**config.mk**
```make
export PLATFORM = sky130hd
export DESIGN_NAME = dctm_top
export DESIGN_NICKNAME = d
export VERILOG_FILES = /design/src/pkg/dctm_pkg.sv /design/src/dctm_counter.sv /design/src/dctm_top.sv
export SDC_FILE = /design/constraint.sdc
export NUM_CORES = 1
export LEC_CHECK = 0
export ABC_AREA = 1
export BUFFER_PORTS_ARGS = -buffer_cell sky130_fd_sc_hd__buf_2
export CORE_MARGIN = 2
export CORE_UTILIZATION = 57
export DETAILED_ROUTE_END_ITERATION = 10
export GPL_ROUTABILITY_DRIVEN = 0
export GPL_TIMING_DRIVEN = 0
export PLACE_DENSITY = 0.76
export SYNTH_ARGS = -nofsm -noshare
export SYNTH_HDL_FRONTEND = slang
export SYNTH_HIERARCHICAL = 1
export SYNTH_SLANG_ARGS = --single-unit
```
**constraint.sdc**
```tcl
create_clock -name i_clk -period 2.5 [get_ports i_clk]
set_clock_uncertainty 0.1 [all_clocks]
set_input_delay 0.5 -clock i_clk [delete_from_list [all_inputs] [get_ports i_clk]]
set_output_delay 0.5 -clock i_clk [all_outputs]
set_load 0.02 [all_outputs]
```
**src/pkg/dctm_pkg.sv**
```systemverilog
// dctm_pkg: register map, field positions, reset values and modes of the dual counter/timer
// assumes a 32-bit classic wishbone slave with word-aligned registers
`default_nettype none
package dctm_pkg;
  // register byte addresses (0x88 printed, multiple of four)
  localparam logic [7:0] ADDR_RUN_CONTROL  = 8'h88;
  localparam logic [7:0] ADDR_MODE_SELECT  = 8'h8C;
  localparam logic [7:0] ADDR_CLOCK_SCALE  = 8'h90;
  localparam logic [7:0] ADDR_A_LOW        = 8'h94;
  localparam logic [7:0] ADDR_A_HIGH       = 8'h98;
  localparam logic [7:0] ADDR_B_LOW        = 8'h9C;
  localparam logic [7:0] ADDR_B_HIGH       = 8'hA0;
  localparam logic [7:0] ADDR_IRQ_STATUS   = 8'hA4;
  localparam logic [7:0] ADDR_IRQ_MASK     = 8'hA8;
  localparam logic [7:0] ADDR_INPUT_CONFIG = 8'hAC;
  // timer_run_control fields
  localparam int RC_B_OVF = 7;
  localparam int RC_B_RUN = 6;
  localparam int RC_A_OVF = 5;
  localparam int RC_A_RUN = 4;
  // timer_mode_select fields: low nibble timer a, high nibble timer b
  localparam int MS_MODE_LSB = 0;
  localparam int MS_CT       = 2;
  localparam int MS_GATE     = 3;
  localparam int MS_B_BASE   = 4;
  // clock_scale_control fields
  localparam int CS_SCALE_LSB = 0;
  localparam int CS_A_SYSCLK  = 3;
  localparam int CS_B_SYSCLK  = 4;
  // ext_input_config fields
  localparam int IC_A_POL = 3;
  localparam int IC_B_POL = 7;
  // irq status bits
  localparam int IS_A = 0;
  localparam int IS_B = 1;
  localparam logic [7:0] RESET_BYTE = 8'h00;
  // prescale divisors selected by the scale field
  localparam int PRESCALE_0 = 12;
  localparam int PRESCALE_1 = 4;
  localparam int PRESCALE_2 = 48;
  typedef enum logic [1:0] {
    DCTM_MODE_13BIT  = 2'h0,
    DCTM_MODE_16BIT  = 2'h1,
    DCTM_MODE_RELOAD = 2'h2,
    DCTM_MODE_SPLIT  = 2'h3
  } dctm_mode_t;
endpackage
`default_nettype wire

```
**src/dctm_counter.sv**
```systemverilog
// dctm_counter: one 16-bit count pair stepping per mode, with split high byte
// assumes tick and enable qualifiers computed by the parent
`default_nettype none
module dctm_counter (
  input  wire logic          i_clk,
  input  wire logic          i_reset,
  input  wire logic [1:0]    i_mode,
  input  wire logic          i_low_step,
  input  wire logic          i_high_step,
  input  wire logic          i_wr_low,
  input  wire logic          i_wr_high,
  input  wire logic [7:0]    i_wdata,
  output logic      [7:0]    o_low,
  output logic      [7:0]    o_high,
  output logic               o_ovf,
  output logic               o_high_ovf
);
  logic [7:0] low_q;
  logic [7:0] high_q;
  assign o_low  = low_q;
  assign o_high = high_q;

  ////////////////////////////////////////////////////////////////////////////
  always_comb begin
    o_ovf      = 1'b0;
    o_high_ovf = 1'b0;
    case (dctm_pkg::dctm_mode_t'(i_mode))
      dctm_pkg::DCTM_MODE_13BIT:  o_ovf = i_low_step && low_q[4:0] == 5'h1F && high_q == 8'hFF;
      dctm_pkg::DCTM_MODE_16BIT:  o_ovf = i_low_step && low_q == 8'hFF && high_q == 8'hFF;
      dctm_pkg::DCTM_MODE_RELOAD: o_ovf = i_low_step && low_q == 8'hFF;
      dctm_pkg::DCTM_MODE_SPLIT: begin
        o_ovf      = i_low_step && low_q == 8'hFF;
        o_high_ovf = i_high_step && high_q == 8'hFF;
      end
      default: o_ovf = 1'b0;
    endcase
  end

  ////////////////////////////////////////////////////////////////////////////
  // software write wins over a count in the same cycle; no clear on run
  always_ff @(posedge i_clk) begin
    if (i_reset) begin
      low_q <= 8'h00;
    end else if (i_wr_low) begin
      low_q <= i_wdata;
    end else if (i_low_step) begin
      case (dctm_pkg::dctm_mode_t'(i_mode))
        dctm_pkg::DCTM_MODE_13BIT: begin
          // upper three bits are don't-care; kept zero
          low_q <= {3'h0, low_q[4:0] + 5'h01};
        end
        dctm_pkg::DCTM_MODE_RELOAD: begin
          low_q <= (low_q == 8'hFF) ? high_q : low_q + 8'h01;
        end
        default: low_q <= low_q + 8'h01;
      endcase
    end
  end

  always_ff @(posedge i_clk) begin
    if (i_reset) begin
      high_q <= 8'h00;
    end else if (i_wr_high) begin
      high_q <= i_wdata;
    end else begin
      case (dctm_pkg::dctm_mode_t'(i_mode))
        dctm_pkg::DCTM_MODE_13BIT: begin
          if (i_low_step && low_q[4:0] == 5'h1F) begin
            high_q <= high_q + 8'h01;
          end
        end
        dctm_pkg::DCTM_MODE_16BIT: begin
          if (i_low_step && low_q == 8'hFF) begin
            high_q <= high_q + 8'h01;
          end
        end
        dctm_pkg::DCTM_MODE_SPLIT: begin
          if (i_high_step) begin
            high_q <= high_q + 8'h01;
          end
        end
        default: high_q <= high_q;
      endcase
    end
  end
endmodule
`default_nettype wire

```
**src/dctm_top.sv**
```systemverilog
// dctm_top: two counter/timers with 13/16/8-reload modes, split on timer a only, behind a wishbone slave
// assumes synchronous pins, one 10 MHz clock, single-cycle classic wishbone master
//
// Register access over Wishbone was left to the implementer.
`default_nettype none
module dctm_top #(
  parameter int PRESCALE_0 = dctm_pkg::PRESCALE_0,
  parameter int PRESCALE_1 = dctm_pkg::PRESCALE_1,
  parameter int PRESCALE_2 = dctm_pkg::PRESCALE_2
) (
  input  wire logic        i_clk,
  input  wire logic        i_reset,
  input  wire logic        i_wb_cyc,
  input  wire logic        i_wb_stb,
  input  wire logic        i_wb_we,
  input  wire logic [7:0]  i_wb_adr,
  input  wire logic [3:0]  i_wb_sel,
  input  wire logic [31:0] i_wb_dat,
  output logic      [31:0] o_wb_dat,
  output logic             o_wb_ack,
  input  wire logic        i_timer_a_event_pin,
  input  wire logic        i_timer_b_event_pin,
  input  wire logic        i_ext_gate_input_a,
  input  wire logic        i_ext_gate_input_b,
  input  wire logic        i_timer_a_irq_enable,
  input  wire logic        i_timer_b_irq_enable,
  input  wire logic        i_timer_a_vector_ack,
  input  wire logic        i_timer_b_vector_ack,
  output logic             o_timer_a_irq,
  output logic             o_timer_b_irq,
  output logic             o_timer_b_baud_tick,
  output logic             o_irq
);
  logic [7:0] run_ctl_q;
  logic [7:0] mode_sel_q;
  logic [7:0] clk_scale_q;
  logic [7:0] in_cfg_q;
  logic [1:0] irq_stat_q;
  logic [1:0] irq_mask_q;
  logic [7:0] pre_cnt_q;
  logic       pre_tick;
  logic [1:0] evt_q;
  logic       evt_fall_a;
  logic       evt_fall_b;
  logic       gate_a;
  logic       gate_b;
  logic       a_low_step;
  logic       a_high_step;
  logic       b_step;
  logic [1:0] mode_a;
  logic [1:0] mode_b;
  logic       a_split;
  logic [7:0] a_low;
  logic [7:0] a_high;
  logic [7:0] b_low;
  logic [7:0] b_high;
  logic       a_ovf;
  logic       a_high_ovf;
  logic       b_ovf;
  logic       set_a;
  logic       set_b;
  logic       req;
  logic       wr;
  logic       rd;
  logic [7:0] wbyte;
  logic [7:0] rbyte;
  logic [7:0] pre_div;

  ////////////////////////////////////////////////////////////////////////////
  // decoding shared by both timers
  function automatic logic tick_sel(input logic ct, input logic sys, input logic fall, input logic pre);
    if (ct) begin
      return fall;
    end
    return sys ? 1'b1 : pre;
  endfunction

  function automatic logic gate_ok(input logic run, input logic gate, input logic pin, input logic pol);
    return run && (!gate || (pin == pol));
  endfunction

  assign mode_a  = mode_sel_q[dctm_pkg::MS_MODE_LSB +: 2];
  assign mode_b  = mode_sel_q[dctm_pkg::MS_B_BASE + dctm_pkg::MS_MODE_LSB +: 2];
  assign a_split = dctm_pkg::dctm_mode_t'(mode_a) == dctm_pkg::DCTM_MODE_SPLIT;

  ////////////////////////////////////////////////////////////////////////////
  // prescaler: one-cycle tick every divisor clocks
  always_comb begin
    case (clk_scale_q[dctm_pkg::CS_SCALE_LSB +: 2])
      2'h0:    pre_div = PRESCALE_0[7:0];
      2'h1:    pre_div = PRESCALE_1[7:0];
      2'h2:    pre_div = PRESCALE_2[7:0];
      default: pre_div = PRESCALE_0[7:0];
    endcase
  end

  assign pre_tick = pre_cnt_q >= pre_div - 8'h01;

  always_ff @(posedge i_clk) begin
    if (i_reset || pre_tick) begin
      pre_cnt_q <= 8'h00;
    end else begin
      pre_cnt_q <= pre_cnt_q + 8'h01;
    end
  end

  ////////////////////////////////////////////////////////////////////////////
  // event pins are synchronous; one register suffices to see a falling edge.
  // a one-clock hold on the pin is enough for each level to be seen
  always_ff @(posedge i_clk) begin
    if (i_reset) begin
      evt_q <= 2'h0;
    end else begin
      evt_q <= {i_timer_b_event_pin, i_timer_a_event_pin};
    end
  end

  assign evt_fall_a = evt_q[0] && !i_timer_a_event_pin;
  assign evt_fall_b = evt_q[1] && !i_timer_b_event_pin;

  // separate polarity bit per timer
  assign gate_a = gate_ok(run_ctl_q[dctm_pkg::RC_A_RUN], mode_sel_q[dctm_pkg::MS_GATE],
                          i_ext_gate_input_a, in_cfg_q[dctm_pkg::IC_A_POL]);
  assign gate_b = gate_ok(run_ctl_q[dctm_pkg::RC_B_RUN], mode_sel_q[dctm_pkg::MS_B_BASE + dctm_pkg::MS_GATE],
                          i_ext_gate_input_b, in_cfg_q[dctm_pkg::IC_B_POL]);

  // timer a low byte keeps its own controls in every mode
  assign a_low_step = gate_a && tick_sel(mode_sel_q[dctm_pkg::MS_CT], clk_scale_q[dctm_pkg::CS_A_SYSCLK],
                                         evt_fall_a, pre_tick);
  // split high byte: internal clock only, run b only
  assign a_high_step = a_split && run_ctl_q[dctm_pkg::RC_B_RUN] &&
                       tick_sel(1'b0, clk_scale_q[dctm_pkg::CS_A_SYSCLK], 1'b0, pre_tick);

  always_comb begin
    if (a_split) begin
      // b ignores run bit and event pin; split setting halts it
      b_step = dctm_pkg::dctm_mode_t'(mode_b) != dctm_pkg::DCTM_MODE_SPLIT &&
               tick_sel(1'b0, clk_scale_q[dctm_pkg::CS_B_SYSCLK], 1'b0, pre_tick);
    end else begin
      b_step = dctm_pkg::dctm_mode_t'(mode_b) != dctm_pkg::DCTM_MODE_SPLIT &&
               gate_b && tick_sel(mode_sel_q[dctm_pkg::MS_B_BASE + dctm_pkg::MS_CT],
                                  clk_scale_q[dctm_pkg::CS_B_SYSCLK], evt_fall_b, pre_tick);
    end
  end

  ////////////////////////////////////////////////////////////////////////////
  // wishbone decode: ack one cycle after the strobe, dropped the next cycle
  assign req   = i_wb_cyc && i_wb_stb && !o_wb_ack;
  assign wr    = req && i_wb_we && i_wb_sel[0];
  assign rd    = req && !i_wb_we;
  assign wbyte = i_wb_dat[7:0];

  dctm_counter u_a (
    .i_clk       (i_clk),
    .i_reset     (i_reset),
    .i_mode      (mode_a),
    .i_low_step  (a_low_step),
    .i_high_step (a_high_step),
    .i_wr_low    (wr && i_wb_adr == dctm_pkg::ADDR_A_LOW),
    .i_wr_high   (wr && i_wb_adr == dctm_pkg::ADDR_A_HIGH),
    .i_wdata     (wbyte),
    .o_low       (a_low),
    .o_high      (a_high),
    .o_ovf       (a_ovf),
    .o_high_ovf  (a_high_ovf)
  );

  dctm_counter u_b (
    .i_clk       (i_clk),
    .i_reset     (i_reset),
    .i_mode      (mode_b),
    .i_low_step  (b_step),
    .i_high_step (1'b0),
    .i_wr_low    (wr && i_wb_adr == dctm_pkg::ADDR_B_LOW),
    .i_wr_high   (wr && i_wb_adr == dctm_pkg::ADDR_B_HIGH),
    .i_wdata     (wbyte),
    .o_low       (b_low),
    .o_high      (b_high),
    .o_ovf       (b_ovf),
    .o_high_ovf  ()
  );

  // in split mode b's flag belongs to a's high byte
  assign set_a = a_ovf;
  assign set_b = a_split ? a_high_ovf : b_ovf;

  ////////////////////////////////////////////////////////////////////////////
  // control registers; hardware set beats software or vector clear
  always_ff @(posedge i_clk) begin
    if (i_reset) begin
      run_ctl_q <= dctm_pkg::RESET_BYTE;
    end else begin
      if (wr && i_wb_adr == dctm_pkg::ADDR_RUN_CONTROL) begin
        run_ctl_q <= wbyte;
      end else begin
        if (i_timer_a_vector_ack) begin
          run_ctl_q[dctm_pkg::RC_A_OVF] <= 1'b0;
        end
        if (i_timer_b_vector_ack) begin
          run_ctl_q[dctm_pkg::RC_B_OVF] <= 1'b0;
        end
      end
      if (set_a) begin
        run_ctl_q[dctm_pkg::RC_A_OVF] <= 1'b1;
      end
      if (set_b) begin
        run_ctl_q[dctm_pkg::RC_B_OVF] <= 1'b1;
      end
    end
  end

  always_ff @(posedge i_clk) begin
    if (i_reset) begin
      mode_sel_q  <= dctm_pkg::RESET_BYTE;
      clk_scale_q <= dctm_pkg::RESET_BYTE;
      in_cfg_q    <= dctm_pkg::RESET_BYTE;
      irq_mask_q  <= 2'h0;
    end else if (wr) begin
      case (i_wb_adr)
        dctm_pkg::ADDR_MODE_SELECT:  mode_sel_q  <= wbyte;
        dctm_pkg::ADDR_CLOCK_SCALE:  clk_scale_q <= wbyte;
        dctm_pkg::ADDR_INPUT_CONFIG: in_cfg_q    <= wbyte;
        dctm_pkg::ADDR_IRQ_MASK:     irq_mask_q  <= wbyte[1:0];
        default:                     irq_mask_q  <= irq_mask_q;
      endcase
    end
  end

  // sticky status cleared by read; a set in the read cycle survives
  always_ff @(posedge i_clk) begin
    if (i_reset) begin
      irq_stat_q <= 2'h0;
    end else begin
      irq_stat_q <= ((rd && i_wb_adr == dctm_pkg::ADDR_IRQ_STATUS) ? 2'h0 : irq_stat_q) | {set_b, set_a};
    end
  end

  ////////////////////////////////////////////////////////////////////////////
  always_comb begin
    case (i_wb_adr)
      dctm_pkg::ADDR_RUN_CONTROL:  rbyte = run_ctl_q;
      dctm_pkg::ADDR_MODE_SELECT:  rbyte = mode_sel_q;
      dctm_pkg::ADDR_CLOCK_SCALE:  rbyte = clk_scale_q;
      dctm_pkg::ADDR_A_LOW:        rbyte = a_low;
      dctm_pkg::ADDR_A_HIGH:       rbyte = a_high;
      dctm_pkg::ADDR_B_LOW:        rbyte = b_low;
      dctm_pkg::ADDR_B_HIGH:       rbyte = b_high;
      dctm_pkg::ADDR_IRQ_STATUS:   rbyte = {6'h00, irq_stat_q};
      dctm_pkg::ADDR_IRQ_MASK:     rbyte = {6'h00, irq_mask_q};
      dctm_pkg::ADDR_INPUT_CONFIG: rbyte = in_cfg_q;
      default:                     rbyte = 8'h00;
    endcase
  end

  always_ff @(posedge i_clk) begin
    if (i_reset) begin
      o_wb_ack <= 1'b0;
      o_wb_dat <= 32'h00000000;
    end else begin
      o_wb_ack <= req;
      o_wb_dat <= rd ? {24'h000000, rbyte} : 32'h00000000;
    end
  end

  ////////////////////////////////////////////////////////////////////////////
  // outputs registered, so the irqs trail their flags and the baud tick trails b_ovf by one clock
  always_ff @(posedge i_clk) begin
    if (i_reset) begin
      o_timer_a_irq       <= 1'b0;
      o_timer_b_irq       <= 1'b0;
      o_timer_b_baud_tick <= 1'b0;
      o_irq               <= 1'b0;
    end else begin
      o_timer_a_irq       <= run_ctl_q[dctm_pkg::RC_A_OVF] && i_timer_a_irq_enable;
      o_timer_b_irq       <= run_ctl_q[dctm_pkg::RC_B_OVF] && i_timer_b_irq_enable;
      o_timer_b_baud_tick <= b_ovf;
      o_irq               <= |(irq_stat_q & irq_mask_q);
    end
  end
endmodule
`default_nettype wire

```
==> qor.yml <==
status:
  status: "finished clean"
clocking:
  clock_latency_ns: 0.39
  cts_tree: "done"
  cts-root-buf: "clkbuf_8"
  h-tree-depth: 3
  cts_buffer_depth: 2
  cts_made_buffers: 9
  clock-sinks: 91
  clk_pin_slew_ns: 0.10
  cts_hold_buf: 0
cells_and_area:
  layout_common_cells: "nand2_1 (217), nand3_1 (98), dfxtp_1 (89), inv_1 (88), nor2_1 (88)"
  num_antenna_cells: 0
  final_common_cell: "nand2_1"
  fillers: 906
  fin_nets: 1031
  layout-drive-gt1-share_pct: 19.6
  syn2layout_area_growth_pct: 13.2
  finalNonFillerCells: 1100
  final_cell_area_um2: 6600
die:
  num_io_pins: 94
  die_w_um: 105
  placement_rows: 36
  die_height_um: 105
  dieArea_um2: 11100
  start_util_pct: 59.1
  core-area_um2: 9860
worst_setup_path:
  worstSetupEndpointType: "flip-flop"
  worstPathArrival_ns: 2.54
  critPathRequiredTime_ns: 2.66
  start_kind: "flip-flop"
  cp_max_fo: 10
  setup.worst_path.class: "flip-flop to flip-flop"
timing:
  hold_violations: 0
  fmax_ghz: 0.421
  grt_setup_unrepaired: "false"
  final.min_clock_period_ns: 2.37
  post-route-period-util_pct: 94.9
  setup_viol: 0
  maxSlewHeadroom_pct: 53.3
  slew_viol_final: 0
  worstMarginPinSlew_ns: 0.700
global_routing:
  grt_max_degree: 16
  grt_pass1_wl_um: 27300
  grt_util_all_layers_pct: 31.4
  antenna_found_initial: 0
  grt-ovfl-total: 0
  grt_pass1_vias: 5571
pwr:
  clock_power_share_pct: 38.2
  swShare_pct: 26.6
  p_switching_uw: 717
  pwr-share-seq_pct: 54.0
  peakVddDrop_uv: 406
  internal-power_uw: 1980
  p_comb_share_pct: 7.9
  power_leakage_uw: 0.00308
  power.density_nw_per_um2: 408
drt:
  drtIter0Drc: 537
  dr.pass1.iters: 5
  ant_nets: 0
  route.detailed.drc: 0
  drt-vias-per-instance: 5.49
  vias: 6037
  wirelength_um: 17100
  drt-wirelength-per-cell_um: 15.6
hold_path:
  hold_class: "input port to flip-flop"
placed_design:
  dp_cells: 1079
  dpl_cell_area_um2: 6300
  port_buffers: 42
  dp_hpwl_um: 12600
yosys:
  yosysWarningCount: 6
  syn_avg_cell_area_um2: 6.63
  syn_inst: 879
  syn_area_um2: 5830
flow_run:
  max-cap-violations: 0
-- flip-flops by register name, summed over array words and instances (netlist names) --
register and count:
u_b/o_high 8, pre_cnt_q 8, u_b/o_low 8, o_irq 1, o_timer_b_baud_tick 1, u_a/o_low 8
o_wb_dat 8, clk_scale_q 8, run_ctl_q 8, evt_q 2, irq_stat_q 2, mode_sel_q 8
irq_mask_q 2, u_a/o_high 8, o_timer_a_irq 1, o_timer_b_irq 1, o_wb_ack 1, in_cfg_q 8
-- per-layer routing --
| metal | routed length (um) | vias to the layer above | global-route usage, % |
|---|---|---|---|
| met2 | 7840 | 301 | 51.2 |
| met5 | 0 | - | 0 |
| met1 | 7090 | 2721 | 39.6 |
| met3 | 1630 | 52 | 7.80 |
| li1 | - | 2963 | - |
| met4 | 569 | 0 | 12.6 |
-- layout make-up --
type	count	area [um2]	area share, %
buffer	50	363	5.50
clock buffer	9	124	1.88
timing repair buffer	47	248	3.75
sequential	91	1830	27.7
inverter	98	370	5.61
clock inverter	6	65.1	0.986
multi-input combinational	666	3440	52.0
tap	133	166	2.52
-- power by group through the flow --
stage | Combinational (uW) | Sequential (uW) | Clock [uW]
global placement | 203 | 1490 | 0
floorplan | 133 | 1490 | 0
finish | 212 | 1450 | 1030
global route | 228 | 1450 | 1090
CTS | 206 | 1460 | 1040
detailed placement | 206 | 1490 | 0
-- per-stage QoR --
stage | setup TNS (ns) | total power (uW) | setup WS [ns] | utilization (%) | hold slack, ns
after floorplan | 0 | 1620 | 0.330 | - | 0.310
after global placement | -0.429 | 1690 | -0.147 | 63.9 | 0.318
after detailed placement | -1.21 | 1700 | -0.161 | 63.9 | 0.325
after CTS | 0 | 2700 | 0.0160 | 65.9 | 0.212
after global routing | 0 | 2780 | 0.0159 | 66.9 | 0.230
final | 0 | 2690 | 0.126 | 66.9 | 0.223
-- final timing paths --
path                             start       endpoint  slack (ns)  depth (start not counted)
setup / recovery        clk_scale_q[0]   u_b/o_low[5]        0.13                         13
hold / removal    i_timer_b_irq_enable  o_timer_b_irq        0.22                          3
setup reg to reg        clk_scale_q[0]   u_b/o_low[5]        0.13                         13
hold reg to reg           run_ctl_q[5]  o_timer_a_irq        0.34                          2
-- critical path, stage by stage, from the launching register on --
cell,delay (ns)
dfxtp_4,0.36
inv_4,0.06
nor2_1,0.04
ha_1,0.31
a21oi_2,0.13
nand2_1,0.07
nand4_1,0.14
nand3_1,0.11
and3_4,0.23
buf_4,0.14
nor2_2,0.33
a21oi_1,0.09
nand2_1,0.09
a21oi_1,0.06
-- timing repair --
item / in CTS / in global routing
setup buffers: 0 / 5
cloned: 0 / 1
setup endpoints to repair: 27 / 35
gates resized for setup: 10 / 17
pin swaps: 0 / 10
No activity file was read; power rests on OpenSTA's default activity.
